<file path="src/design/sdt_pkg.sv">
// Package for the SDRAM init and timing controller block.
// Assumes a single 250 MHz clock domain and the plain register port.
package sdt_pkg;
  // Register offsets (byte addresses)
  localparam logic [7:0] ADDR_MODE = 8'h00;
  localparam logic [7:0] ADDR_TIMING = 8'h08;
  localparam logic [7:0] ADDR_LOWPWR = 8'h10;
  localparam logic [7:0] ADDR_MEMTYPE = 8'h14;
  localparam logic [7:0] ADDR_EXTRA = 8'h18;
  localparam logic [7:0] ADDR_STATUS = 8'h1c;
  // Reset values
  localparam logic [31:0] TIMING_RST = 32'h852372c0;
  // Timing field positions
  localparam int XSR_LSB = 28;
  localparam int RAS_LSB = 24;
  localparam int RCD_LSB = 20;
  localparam int RP_LSB = 16;
  localparam int RC_LSB = 12;
  localparam int WR_LSB = 8;
  localparam int BW_BIT = 7;
  localparam int NB_BIT = 4;
  localparam int NR_LSB = 2;
  localparam int NC_LSB = 0;
  // Mode field encodings
  localparam logic [2:0] MODE_NORMAL = 3'h0;
  localparam logic [2:0] MODE_NOP = 3'h1;
  localparam logic [2:0] MODE_PALL = 3'h2;
  localparam logic [2:0] MODE_REFRESH = 3'h4;
  // Command pins {cs_n, ras_n, cas_n, we_n}
  localparam logic [3:0] CMD_DESEL = 4'hf;
  localparam logic [3:0] CMD_NOP = 4'h7;
  localparam logic [3:0] CMD_ACT = 4'h3;
  localparam logic [3:0] CMD_READ = 4'h5;
  localparam logic [3:0] CMD_WRITE = 4'h4;
  localparam logic [3:0] CMD_PRE = 4'h2;
  localparam logic [3:0] CMD_REF = 4'h1;
  localparam int A10_BIT = 10;
  // Power-up pause before any pin toggles
  localparam int PAUSE_US = 200;
  localparam int CLK_MHZ = 250;
  localparam int PAUSE_CYC = PAUSE_US * CLK_MHZ;
  typedef enum logic [2:0] {
    SDT_IDLE = 3'b000,
    SDT_ACT = 3'b001,
    SDT_RCD = 3'b011,
    SDT_RW = 3'b010,
    SDT_RAS = 3'b110,
    SDT_PRE = 3'b111,
    SDT_RP = 3'b101
  } sdt_state_e;
  // SDRAM pin bundle
  typedef struct packed {
    logic [3:0] cmd;
    logic [1:0] bank;
    logic [12:0] addr;
    logic cke;
  } sdt_pins_s;
  // Split memory address
  typedef struct packed {
    logic [1:0] bank;
    logic [12:0] row;
    logic [10:0] col;
  } sdt_addr_s;
endpackage

</file>
<file path="src/design/sdt_addr_map.sv">
// Address splitter: CPU byte address to bank, row, column.
// Assumes the geometry selects come from the timing register.
`timescale 1ns/10ps
`default_nettype none
module sdt_addr_map (
  input wire logic mclk_in,
  input wire logic nrst_in,
  input wire logic [27:0] cpu_addr_in,
  input wire logic [1:0] col_sel_in,
  input wire logic row_sel_in,
  output sdt_pkg::sdt_addr_s map_out
);
  logic [3:0] col_bits;
  logic [4:0] row_lsb;
  logic [4:0] bank_lsb;
  logic [27:0] row_raw;
  logic [27:0] bank_raw;
  logic [10:0] col_mask;
  // Column width is 8 to 11, row 12 or 13; bit 0 is the byte lane
  always_comb begin
    col_bits = 4'h8 + {2'h0, col_sel_in};
    row_lsb = 5'h01 + {1'h0, col_bits};
    bank_lsb = row_lsb + (row_sel_in ? 5'h0d : 5'h0c);
    row_raw = cpu_addr_in >> row_lsb;
    bank_raw = cpu_addr_in >> bank_lsb;
    col_mask = ~(11'h7ff << col_bits);
  end
  // Registered so the split never lies on the command path
  always_ff @(posedge mclk_in) begin
    if (!nrst_in) begin
      map_out <= '0;
    end else begin
      map_out.col <= cpu_addr_in[11:1] & col_mask;
      map_out.row <= row_sel_in ? row_raw[12:0] : {1'b0, row_raw[11:0]};
      map_out.bank <= bank_raw[1:0];
    end
  end
endmodule
`default_nettype wire

</file>
<file path="src/design/sdt_ctrl.sv">
// SDRAM init and timing controller: registers, command sequencer.
// Assumes memory accesses arrive as one-cycle strobes with a ready reply.
//
// Added by the designer: the strobed register port.
`timescale 1ns/10ps
`default_nettype none
// Function
// - Byte lane bit zero, then columns, rows of 12 or 13, then two bank bits.
// - Upper bank bit drives high bank pin, lower bit drives low bank pin.
// - Mode 1 turns each write into a no-operation command.
// - Mode 2 turns each write into a precharge of all banks.
// - Mode 4 turns each write into one auto-refresh; software does eight.
// - Self-refresh exit delay in bits 31:28, reset eight.
// - Active to precharge minimum in bits 27:24, reset five.
// - Row to column delay in bits 23:20, reset two.
// - Row precharge delay in bits 19:16, reset three.
module sdt_ctrl #(
  parameter int PAUSE_CYCLES = sdt_pkg::PAUSE_CYC
) (
  input wire logic mclk_in,
  input wire logic nrst_in,
  input wire logic [7:0] reg_addr_in,
  input wire logic [31:0] reg_wdata_in,
  input wire logic reg_wr_in,
  input wire logic reg_rd_in,
  output logic [31:0] reg_rdata_out,
  input wire logic mem_req_in,
  input wire logic mem_we_in,
  input wire logic [27:0] mem_addr_in,
  output logic mem_done_out,
  output logic [3:0] sd_cmd_out,
  output logic bank_select_high_out,
  output logic bank_select_low_out,
  output logic [12:0] sd_addr_out,
  output logic sdram_clock_enable_pin_out
);
  logic [31:0] timing_reg;
  logic [2:0] mode_reg;
  logic [31:0] lowpwr_reg;
  logic [2:0] memtype_reg;
  logic unaligned_access_support_reg;
  logic [17:0] pause_reg;
  logic pause_done_reg;
  logic [3:0] refresh_cnt_reg;
  logic [3:0] wait_reg;
  logic [3:0] ras_reg;
  logic [3:0] xsr_reg;
  logic pend_reg;
  logic pend_we_reg;
  logic [27:0] pend_addr_reg;
  logic cfg_done_reg;
  sdt_pkg::sdt_state_e state_reg;
  sdt_pkg::sdt_pins_s pins_reg;
  sdt_pkg::sdt_addr_s map;
  logic [3:0] self_refresh_exit_delay;
  logic [3:0] active_to_precharge_delay;
  logic [3:0] row_to_column_delay;
  logic [3:0] row_precharge_delay;

  assign self_refresh_exit_delay = timing_reg[sdt_pkg::XSR_LSB +: 4];
  assign active_to_precharge_delay = timing_reg[sdt_pkg::RAS_LSB +: 4];
  assign row_to_column_delay = timing_reg[sdt_pkg::RCD_LSB +: 4];
  assign row_precharge_delay = timing_reg[sdt_pkg::RP_LSB +: 4];

  sdt_addr_map u_map (
    .mclk_in(mclk_in),
    .nrst_in(nrst_in),
    .cpu_addr_in(pend_addr_reg),
    .col_sel_in(timing_reg[sdt_pkg::NC_LSB +: 2]),
    .row_sel_in(timing_reg[sdt_pkg::NR_LSB]),
    .map_out(map)
  );

  // Register writes
  always_ff @(posedge mclk_in) begin
    if (!nrst_in) begin
      timing_reg <= sdt_pkg::TIMING_RST;
      mode_reg <= sdt_pkg::MODE_NORMAL;
      lowpwr_reg <= '0;
      memtype_reg <= '0;
      unaligned_access_support_reg <= 1'b0;
    end else if (reg_wr_in) begin
      case (reg_addr_in)
        sdt_pkg::ADDR_TIMING: timing_reg <= reg_wdata_in;
        sdt_pkg::ADDR_MODE: mode_reg <= reg_wdata_in[2:0];
        sdt_pkg::ADDR_LOWPWR: lowpwr_reg <= reg_wdata_in;
        sdt_pkg::ADDR_MEMTYPE: memtype_reg <= reg_wdata_in[2:0];
        sdt_pkg::ADDR_EXTRA: unaligned_access_support_reg <= reg_wdata_in[8];
        default: ;
      endcase
    end
  end

  // Register reads, one cycle later; unmapped reads give zero
  always_ff @(posedge mclk_in) begin
    if (!nrst_in) begin
      reg_rdata_out <= '0;
    end else if (reg_rd_in) begin
      case (reg_addr_in)
        sdt_pkg::ADDR_TIMING: reg_rdata_out <= timing_reg;
        sdt_pkg::ADDR_MODE: reg_rdata_out <= {29'h0, mode_reg};
        sdt_pkg::ADDR_LOWPWR: reg_rdata_out <= lowpwr_reg;
        sdt_pkg::ADDR_MEMTYPE: reg_rdata_out <= {29'h0, memtype_reg};
        sdt_pkg::ADDR_EXTRA: reg_rdata_out <= {23'h0, unaligned_access_support_reg, 8'h0};
        sdt_pkg::ADDR_STATUS: reg_rdata_out <= {24'h0, refresh_cnt_reg, 1'b0,
                                                state_reg == sdt_pkg::SDT_IDLE,
                                                cfg_done_reg, pause_done_reg};
        default: reg_rdata_out <= '0;
      endcase
    end else begin
      reg_rdata_out <= '0;
    end
  end

  // Power-up pause starts once the memory type is chosen
  always_ff @(posedge mclk_in) begin
    if (!nrst_in) begin
      cfg_done_reg <= 1'b0;
      pause_reg <= '0;
      pause_done_reg <= 1'b0;
    end else begin
      if (reg_wr_in && reg_addr_in == sdt_pkg::ADDR_MEMTYPE) begin
        cfg_done_reg <= 1'b1;
      end
      if (cfg_done_reg && !pause_done_reg) begin
        if (pause_reg == 18'(PAUSE_CYCLES - 1)) begin
          pause_done_reg <= 1'b1;
        end
        pause_reg <= pause_reg + 18'h00001;
      end
    end
  end

  // Accept one access at a time; held until the sequencer finishes
  always_ff @(posedge mclk_in) begin
    if (!nrst_in) begin
      pend_reg <= 1'b0;
      pend_we_reg <= 1'b0;
      pend_addr_reg <= '0;
    end else if (mem_req_in && !pend_reg) begin
      pend_reg <= 1'b1;
      pend_we_reg <= mem_we_in;
      pend_addr_reg <= mem_addr_in;
    end else if (mem_done_out) begin
      pend_reg <= 1'b0;
    end
  end

  // Exit delay counts from the clock enable rising; reloaded while it is low
  // so a timing value written before the clock enable rises is picked up before the first command
  always_ff @(posedge mclk_in) begin
    if (!nrst_in) begin
      xsr_reg <= '0;
    end else if (!pins_reg.cke) begin
      xsr_reg <= self_refresh_exit_delay;
    end else if (xsr_reg != 4'h0) begin
      xsr_reg <= xsr_reg - 4'h1;
    end
  end

  // Command sequencer; pins stay quiet until the pause has elapsed
  always_ff @(posedge mclk_in) begin
    if (!nrst_in) begin
      state_reg <= sdt_pkg::SDT_IDLE;
      pins_reg <= '{cmd: sdt_pkg::CMD_DESEL, bank: 2'h0, addr: 13'h0, cke: 1'b0};
      wait_reg <= '0;
      ras_reg <= '0;
      mem_done_out <= 1'b0;
      refresh_cnt_reg <= '0;
    end else begin
      mem_done_out <= 1'b0;
      pins_reg.cmd <= pause_done_reg ? sdt_pkg::CMD_NOP : sdt_pkg::CMD_DESEL;
      pins_reg.cke <= pause_done_reg;
      if (ras_reg != 4'h0) begin
        ras_reg <= ras_reg - 4'h1;
      end
      if (wait_reg != 4'h0) begin
        wait_reg <= wait_reg - 4'h1;
      end
      case (state_reg)
        sdt_pkg::SDT_IDLE: begin
          // One cycle after capture so the address split is valid
          if (pend_reg && pause_done_reg && !mem_done_out && xsr_reg == 4'h0) begin
            state_reg <= sdt_pkg::SDT_ACT;
          end
        end
        sdt_pkg::SDT_ACT: begin
          state_reg <= sdt_pkg::SDT_IDLE;
          mem_done_out <= 1'b1;
          if (mode_reg == sdt_pkg::MODE_NOP && pend_we_reg) begin
            pins_reg.cmd <= sdt_pkg::CMD_NOP;
          end else if (mode_reg == sdt_pkg::MODE_PALL && pend_we_reg) begin
            pins_reg.cmd <= sdt_pkg::CMD_PRE;
            pins_reg.addr <= 13'h1 << sdt_pkg::A10_BIT;
          end else if (mode_reg == sdt_pkg::MODE_REFRESH && pend_we_reg) begin
            pins_reg.cmd <= sdt_pkg::CMD_REF;
            refresh_cnt_reg <= refresh_cnt_reg + 4'h1;
          end else if (mode_reg == sdt_pkg::MODE_NORMAL) begin
            mem_done_out <= 1'b0;
            pins_reg.cmd <= sdt_pkg::CMD_ACT;
            pins_reg.bank <= map.bank;
            pins_reg.addr <= map.row;
            ras_reg <= active_to_precharge_delay;
            wait_reg <= row_to_column_delay;
            state_reg <= sdt_pkg::SDT_RCD;
          end
        end
        sdt_pkg::SDT_RCD: begin
          if (wait_reg <= 4'h1) begin
            state_reg <= sdt_pkg::SDT_RW;
          end
        end
        sdt_pkg::SDT_RW: begin
          pins_reg.cmd <= pend_we_reg ? sdt_pkg::CMD_WRITE : sdt_pkg::CMD_READ;
          pins_reg.addr <= {2'h0, map.col};
          state_reg <= sdt_pkg::SDT_RAS;
        end
        sdt_pkg::SDT_RAS: begin
          if (ras_reg <= 4'h1) begin
            state_reg <= sdt_pkg::SDT_PRE;
          end
        end
        sdt_pkg::SDT_PRE: begin
          pins_reg.cmd <= sdt_pkg::CMD_PRE;
          pins_reg.addr <= 13'h1 << sdt_pkg::A10_BIT;
          wait_reg <= row_precharge_delay;
          state_reg <= sdt_pkg::SDT_RP;
        end
        sdt_pkg::SDT_RP: begin
          if (wait_reg <= 4'h1) begin
            state_reg <= sdt_pkg::SDT_IDLE;
            mem_done_out <= 1'b1;
          end
        end
        default: state_reg <= sdt_pkg::SDT_IDLE;
      endcase
    end
  end

  // Pin outputs straight from the pin register, so every pin is a flop
  always_ff @(posedge mclk_in) begin
    if (!nrst_in) begin
      sd_cmd_out <= sdt_pkg::CMD_DESEL;
      bank_select_high_out <= 1'b0;
      bank_select_low_out <= 1'b0;
      sd_addr_out <= '0;
      sdram_clock_enable_pin_out <= 1'b0;
    end else begin
      sd_cmd_out <= pins_reg.cmd;
      bank_select_high_out <= pins_reg.bank[1];
      bank_select_low_out <= pins_reg.bank[0];
      sd_addr_out <= pins_reg.addr;
      sdram_clock_enable_pin_out <= pins_reg.cke;
    end
  end
endmodule
`default_nettype wire

</file>
<file path="config.mk">
export PLATFORM = sky130hd
export DESIGN_NAME = sdt_ctrl
export DESIGN_NICKNAME = d
export VERILOG_FILES = /design/src/design/sdt_pkg.sv /design/src/design/sdt_addr_map.sv /design/src/design/sdt_ctrl.sv
export SDC_FILE = /design/constraint.sdc
export NUM_CORES = 1
export LEC_CHECK = 0
export BUFFER_PORTS_ARGS = -buffer_cell sky130_fd_sc_hd__buf_2
export CELL_PAD_IN_SITES_DETAIL_PLACEMENT = 1
export CELL_PAD_IN_SITES_GLOBAL_PLACEMENT = 1
export CORE_MARGIN = 10
export CORE_UTILIZATION = 23
export CTS_CLUSTER_DIAMETER = 150
export DETAILED_ROUTE_END_ITERATION = 8
export PLACE_DENSITY = 0.51
export SLEW_MARGIN = 20
export SYNTH_ARGS = -nofsm -noshare
export SYNTH_HDL_FRONTEND = slang
export SYNTH_SLANG_ARGS = --single-unit
</file>
<file path="constraint.sdc">
create_clock -name mclk_in -period 6.1 [get_ports mclk_in]
set_input_delay 1.22 -clock mclk_in [delete_from_list [all_inputs] [get_ports mclk_in]]
set_output_delay 1.22 -clock mclk_in [all_outputs]
set_load 0.03 [all_outputs]
</file>
==> metrics.log <==
INFO  metric cp-startpoint = reg_addr_in[0]
INFO  metric ctsLongestPathBuffers = 3
INFO  metric cts_num_sinks = 238
INFO  metric die-area = 50000 sq um
INFO  metric cell_by_cell_trace_of_the_critical_path = buf_2 -> or4_1 -> nor4_4 -> buf_4 -> nand3_1 -> o21ai_1
INFO  metric cts-htree-levels = 1
INFO  metric synth.top_cells.by_area = sky130_fd_sc_hd__dfxtp_1, sky130_fd_sc_hd__nand2_1, sky130_fd_sc_hd__mux4_2, sky130_fd_sc_hd__a21oi_1, sky130_fd_sc_hd__nor2_1
INFO  metric dpl_worst_slack = 2370 ps
INFO  metric clk-insertion-delay-late = 550 ps
INFO  metric drt-initial-drc-count = 290
INFO  metric drt-total-wl = 28700 um
INFO  metric power.total = 3.98 mW
INFO  metric detailed_place_hpwl = 20000 um
INFO  metric cp_launch_type = input pin
INFO  metric ys_dominant_reg_cell = sky130_fd_sc_hd__dfxtp_1
INFO  metric yosysTopAreaCell = sky130_fd_sc_hd__dfxtp_1
INFO  metric die_width = 224 um
INFO  metric chipHeight = 224 um
INFO  metric synth_area_per_cell = 9.04 sq um
INFO  metric irDropWorstVdd = 169 uV
INFO  metric tritoncts.num_buffers = 29
INFO  metric post_cts.repair.setup_buffers = 0
INFO  metric cp.required = 6580 ps
INFO  metric post_route_cells_drive_above_1_share = 18.7%
INFO  metric worstMarginPinSlew = 968 ps
INFO  metric overflow = 0
INFO  metric drt_drc_violations_left = 0
INFO  metric final.fill_count = 4751
INFO  metric design.portCount = 127
INFO  metric timing.hold.worst.class = flip-flop to flip-flop
INFO  metric clock_skew = 15.4 ps
INFO  metric route.detailed.vias_per_inst = 4.52
INFO  metric yosysWarnings = 0
INFO  metric cp_slowest_cell = sky130_fd_sc_hd__nor4_4
INFO  metric cts_resized = 0
INFO  metric outcome = finished, final reports clean
INFO  metric worst_setup_hold_path_clk_slew = 60 ps
INFO  metric async_flop_share = 0%
INFO  metric timing.slew.headroom = 35.0%
INFO  metric flow.area_growth_from_synthesis = 20.9%
INFO  metric utilization = 28.2%
INFO  metric initial_core_util = 23.3%
INFO  metric synthCells = 1054
INFO  metric yosys.area.top_type_share = 50.0%
INFO  metric routed_wire_length_per_instance = 16.9 um
INFO  metric grt_max_degree = 86
INFO  metric commonest_cells_in_the_netlist = sky130_fd_sc_hd__dfxtp_1, sky130_fd_sc_hd__nand2_1, sky130_fd_sc_hd__nor2_1
INFO  metric unrepaired_setup_endpoints_after_global_routing = false
INFO  metric timing.final.crit_period = 3140 ps
INFO  metric static-leakage-power = 4.41 nW
INFO  metric crit_path_max_fanout = 26
INFO  metric fin_area = 11500 sq um
INFO  metric dpl-instance-area = 10600 sq um
INFO  metric clock.fmax = 318 MHz
INFO  metric min_from = pins_reg[16]
INFO  metric timing_worst_setup_path_type = input pin to flip-flop
INFO  metric post_layout_nonfiller_instances = 1695
INFO  metric powerDensity = 345 nW/um^2
INFO  metric yosys.cell_count.top_type = sky130_fd_sc_hd__dfxtp_1
INFO  metric final_max_slew_viol_count = 0
INFO  metric cts.hold.buffers_added = 0
INFO  metric num_vias = 7655
INFO  metric final_nets = 1229
INFO  metric synth_register_bits = 238
INFO  metric drt.antenna.violating_nets = 0
INFO  metric worst_path_largest_cell_delay = 880 ps
INFO  metric finalHoldWorstSlack = 411 ps
INFO  metric synth_edf_count = 0
INFO  metric drv_cap = 0
INFO  metric final_worst_setup_slack = 2960 ps
INFO  metric tritoncts = yes
INFO  metric worstSetupEndpointType = flip-flop
INFO  metric syn-num-nets = 1137
INFO  metric n_antenna_cell = 0
INFO  metric final.setup.tns = 0 ps
INFO  metric critical_path_arrival = 3620 ps
INFO  metric grt_pass1_vias = 7996
INFO  metric dr.pass1.iters = 4
INFO  metric final_min_period_over_clock_period = 51.5%
INFO  metric yosysUniqueCellTypes = 62
INFO  metric place.gp.congestion = 0.716
INFO  metric sequential_fraction_of_the_synthesis_area = 50.0%
INFO  metric setup_viol = 0
INFO  metric grt_use_total = 11.2%
INFO  metric rows = 74
INFO  metric ctsRootBufferMaster = sky130_fd_sc_hd__clkbuf_16
INFO  metric r2r-start = state_reg[0]
INFO  metric first_pass_grt_wire_length = 45700 um
INFO  metric placement.io_buffers = 125
INFO  metric hold_viol = 0
INFO  metric synth_area = 9530 sq um
INFO  metric initial_antenna_violation_count = 4
INFO  metric core_area = 40900 sq um
INFO  metric dpl.cell_count = 1647
area by class of cell:
| type | count | area, sq um | area share [%] |
|---|---|---|---|
| multi-input cells | 717 | 4350 | 37.8 |
| inverters | 22 | 82.6 | 0.717 |
| repair buffers | 138 | 726 | 6.30 |
| clock buffers | 39 | 783 | 6.80 |
| well taps | 532 | 666 | 5.78 |
| flip-flops and latches | 238 | 4760 | 41.3 |
| clock inverters | 9 | 151 | 1.31 |
final timing paths:
check	slack (ps)	end	cells past startpoint
setup / recovery	2960	lowpwr_reg[23]	6
hold / removal	410	sd_cmd_out[0]	1
setup reg to reg	3560	wait_reg[2]	4
hold reg to reg	410	sd_cmd_out[0]	1
power breakdown:
part           leakage, nW  total (mW)  switching (mW)  internal [mW]
registers             1.93        1.74          0.0803           1.65
logic                 2.03       0.527           0.306          0.221
clock network        0.454        1.71           0.656           1.06
total                 4.41        3.98            1.04           2.93
cell families after synthesis:
family	after synthesis	synth area share [%]
adders and majority gates	9	1.18
and+or+nand+nor	444	22.5
muxes	40	6.35
DFF	238	50.0
buffers and inverters	99	4.53
AOI/OAI and AO/OA	205	13.7
xor gates and xnor gates	19	1.75
routing by layer:
layer	global-route usage, %	wire (um)	vias to the layer above
li1	-	-	3820
met1	14.4	13400	3694
met2	18.8	13700	96
met3	2.02	1050	37
met4	2.66	445	8
met5	0	43	-
critical path, delay by kind of cell:
family	cells	cell delay, ps
buffers and inverters	2	520
AO/OA/AOI/OAI	1	120
AND/OR/NAND/NOR	3	1740
cells in the final DEF (no fill, tap or decap), types with 9 or more instances in the layout:
| cell | n |
|---|---|
| sky130_fd_sc_hd__buf_4 | 14 |
| sky130_fd_sc_hd__nor3_1 | 16 |
| sky130_fd_sc_hd__mux2i_1 | 20 |
| sky130_fd_sc_hd__o2bb2ai_1 | 12 |
| sky130_fd_sc_hd__mux4_2 | 16 |
| sky130_fd_sc_hd__nor2_1 | 79 |
| sky130_fd_sc_hd__o21ai_1 | 11 |
| sky130_fd_sc_hd__xnor2_1 | 18 |
| sky130_fd_sc_hd__dfxtp_1 | 238 |
| sky130_fd_sc_hd__a21oi_1 | 69 |
| sky130_fd_sc_hd__nand2_1 | 186 |
| sky130_fd_sc_hd__ha_1 | 9 |
| sky130_fd_sc_hd__and2_1 | 37 |
| sky130_fd_sc_hd__inv_1 | 21 |
| sky130_fd_sc_hd__nor4_1 | 9 |
| sky130_fd_sc_hd__buf_2 | 124 |
| sky130_fd_sc_hd__a22oi_1 | 31 |
| sky130_fd_sc_hd__nand3_1 | 58 |
| sky130_fd_sc_hd__o21ai_0 | 39 |
| sky130_fd_sc_hd__clkbuf_16 | 29 |
| sky130_fd_sc_hd__o211a_1 | 11 |
Note: power is estimated with default switching activity, not from simulation.
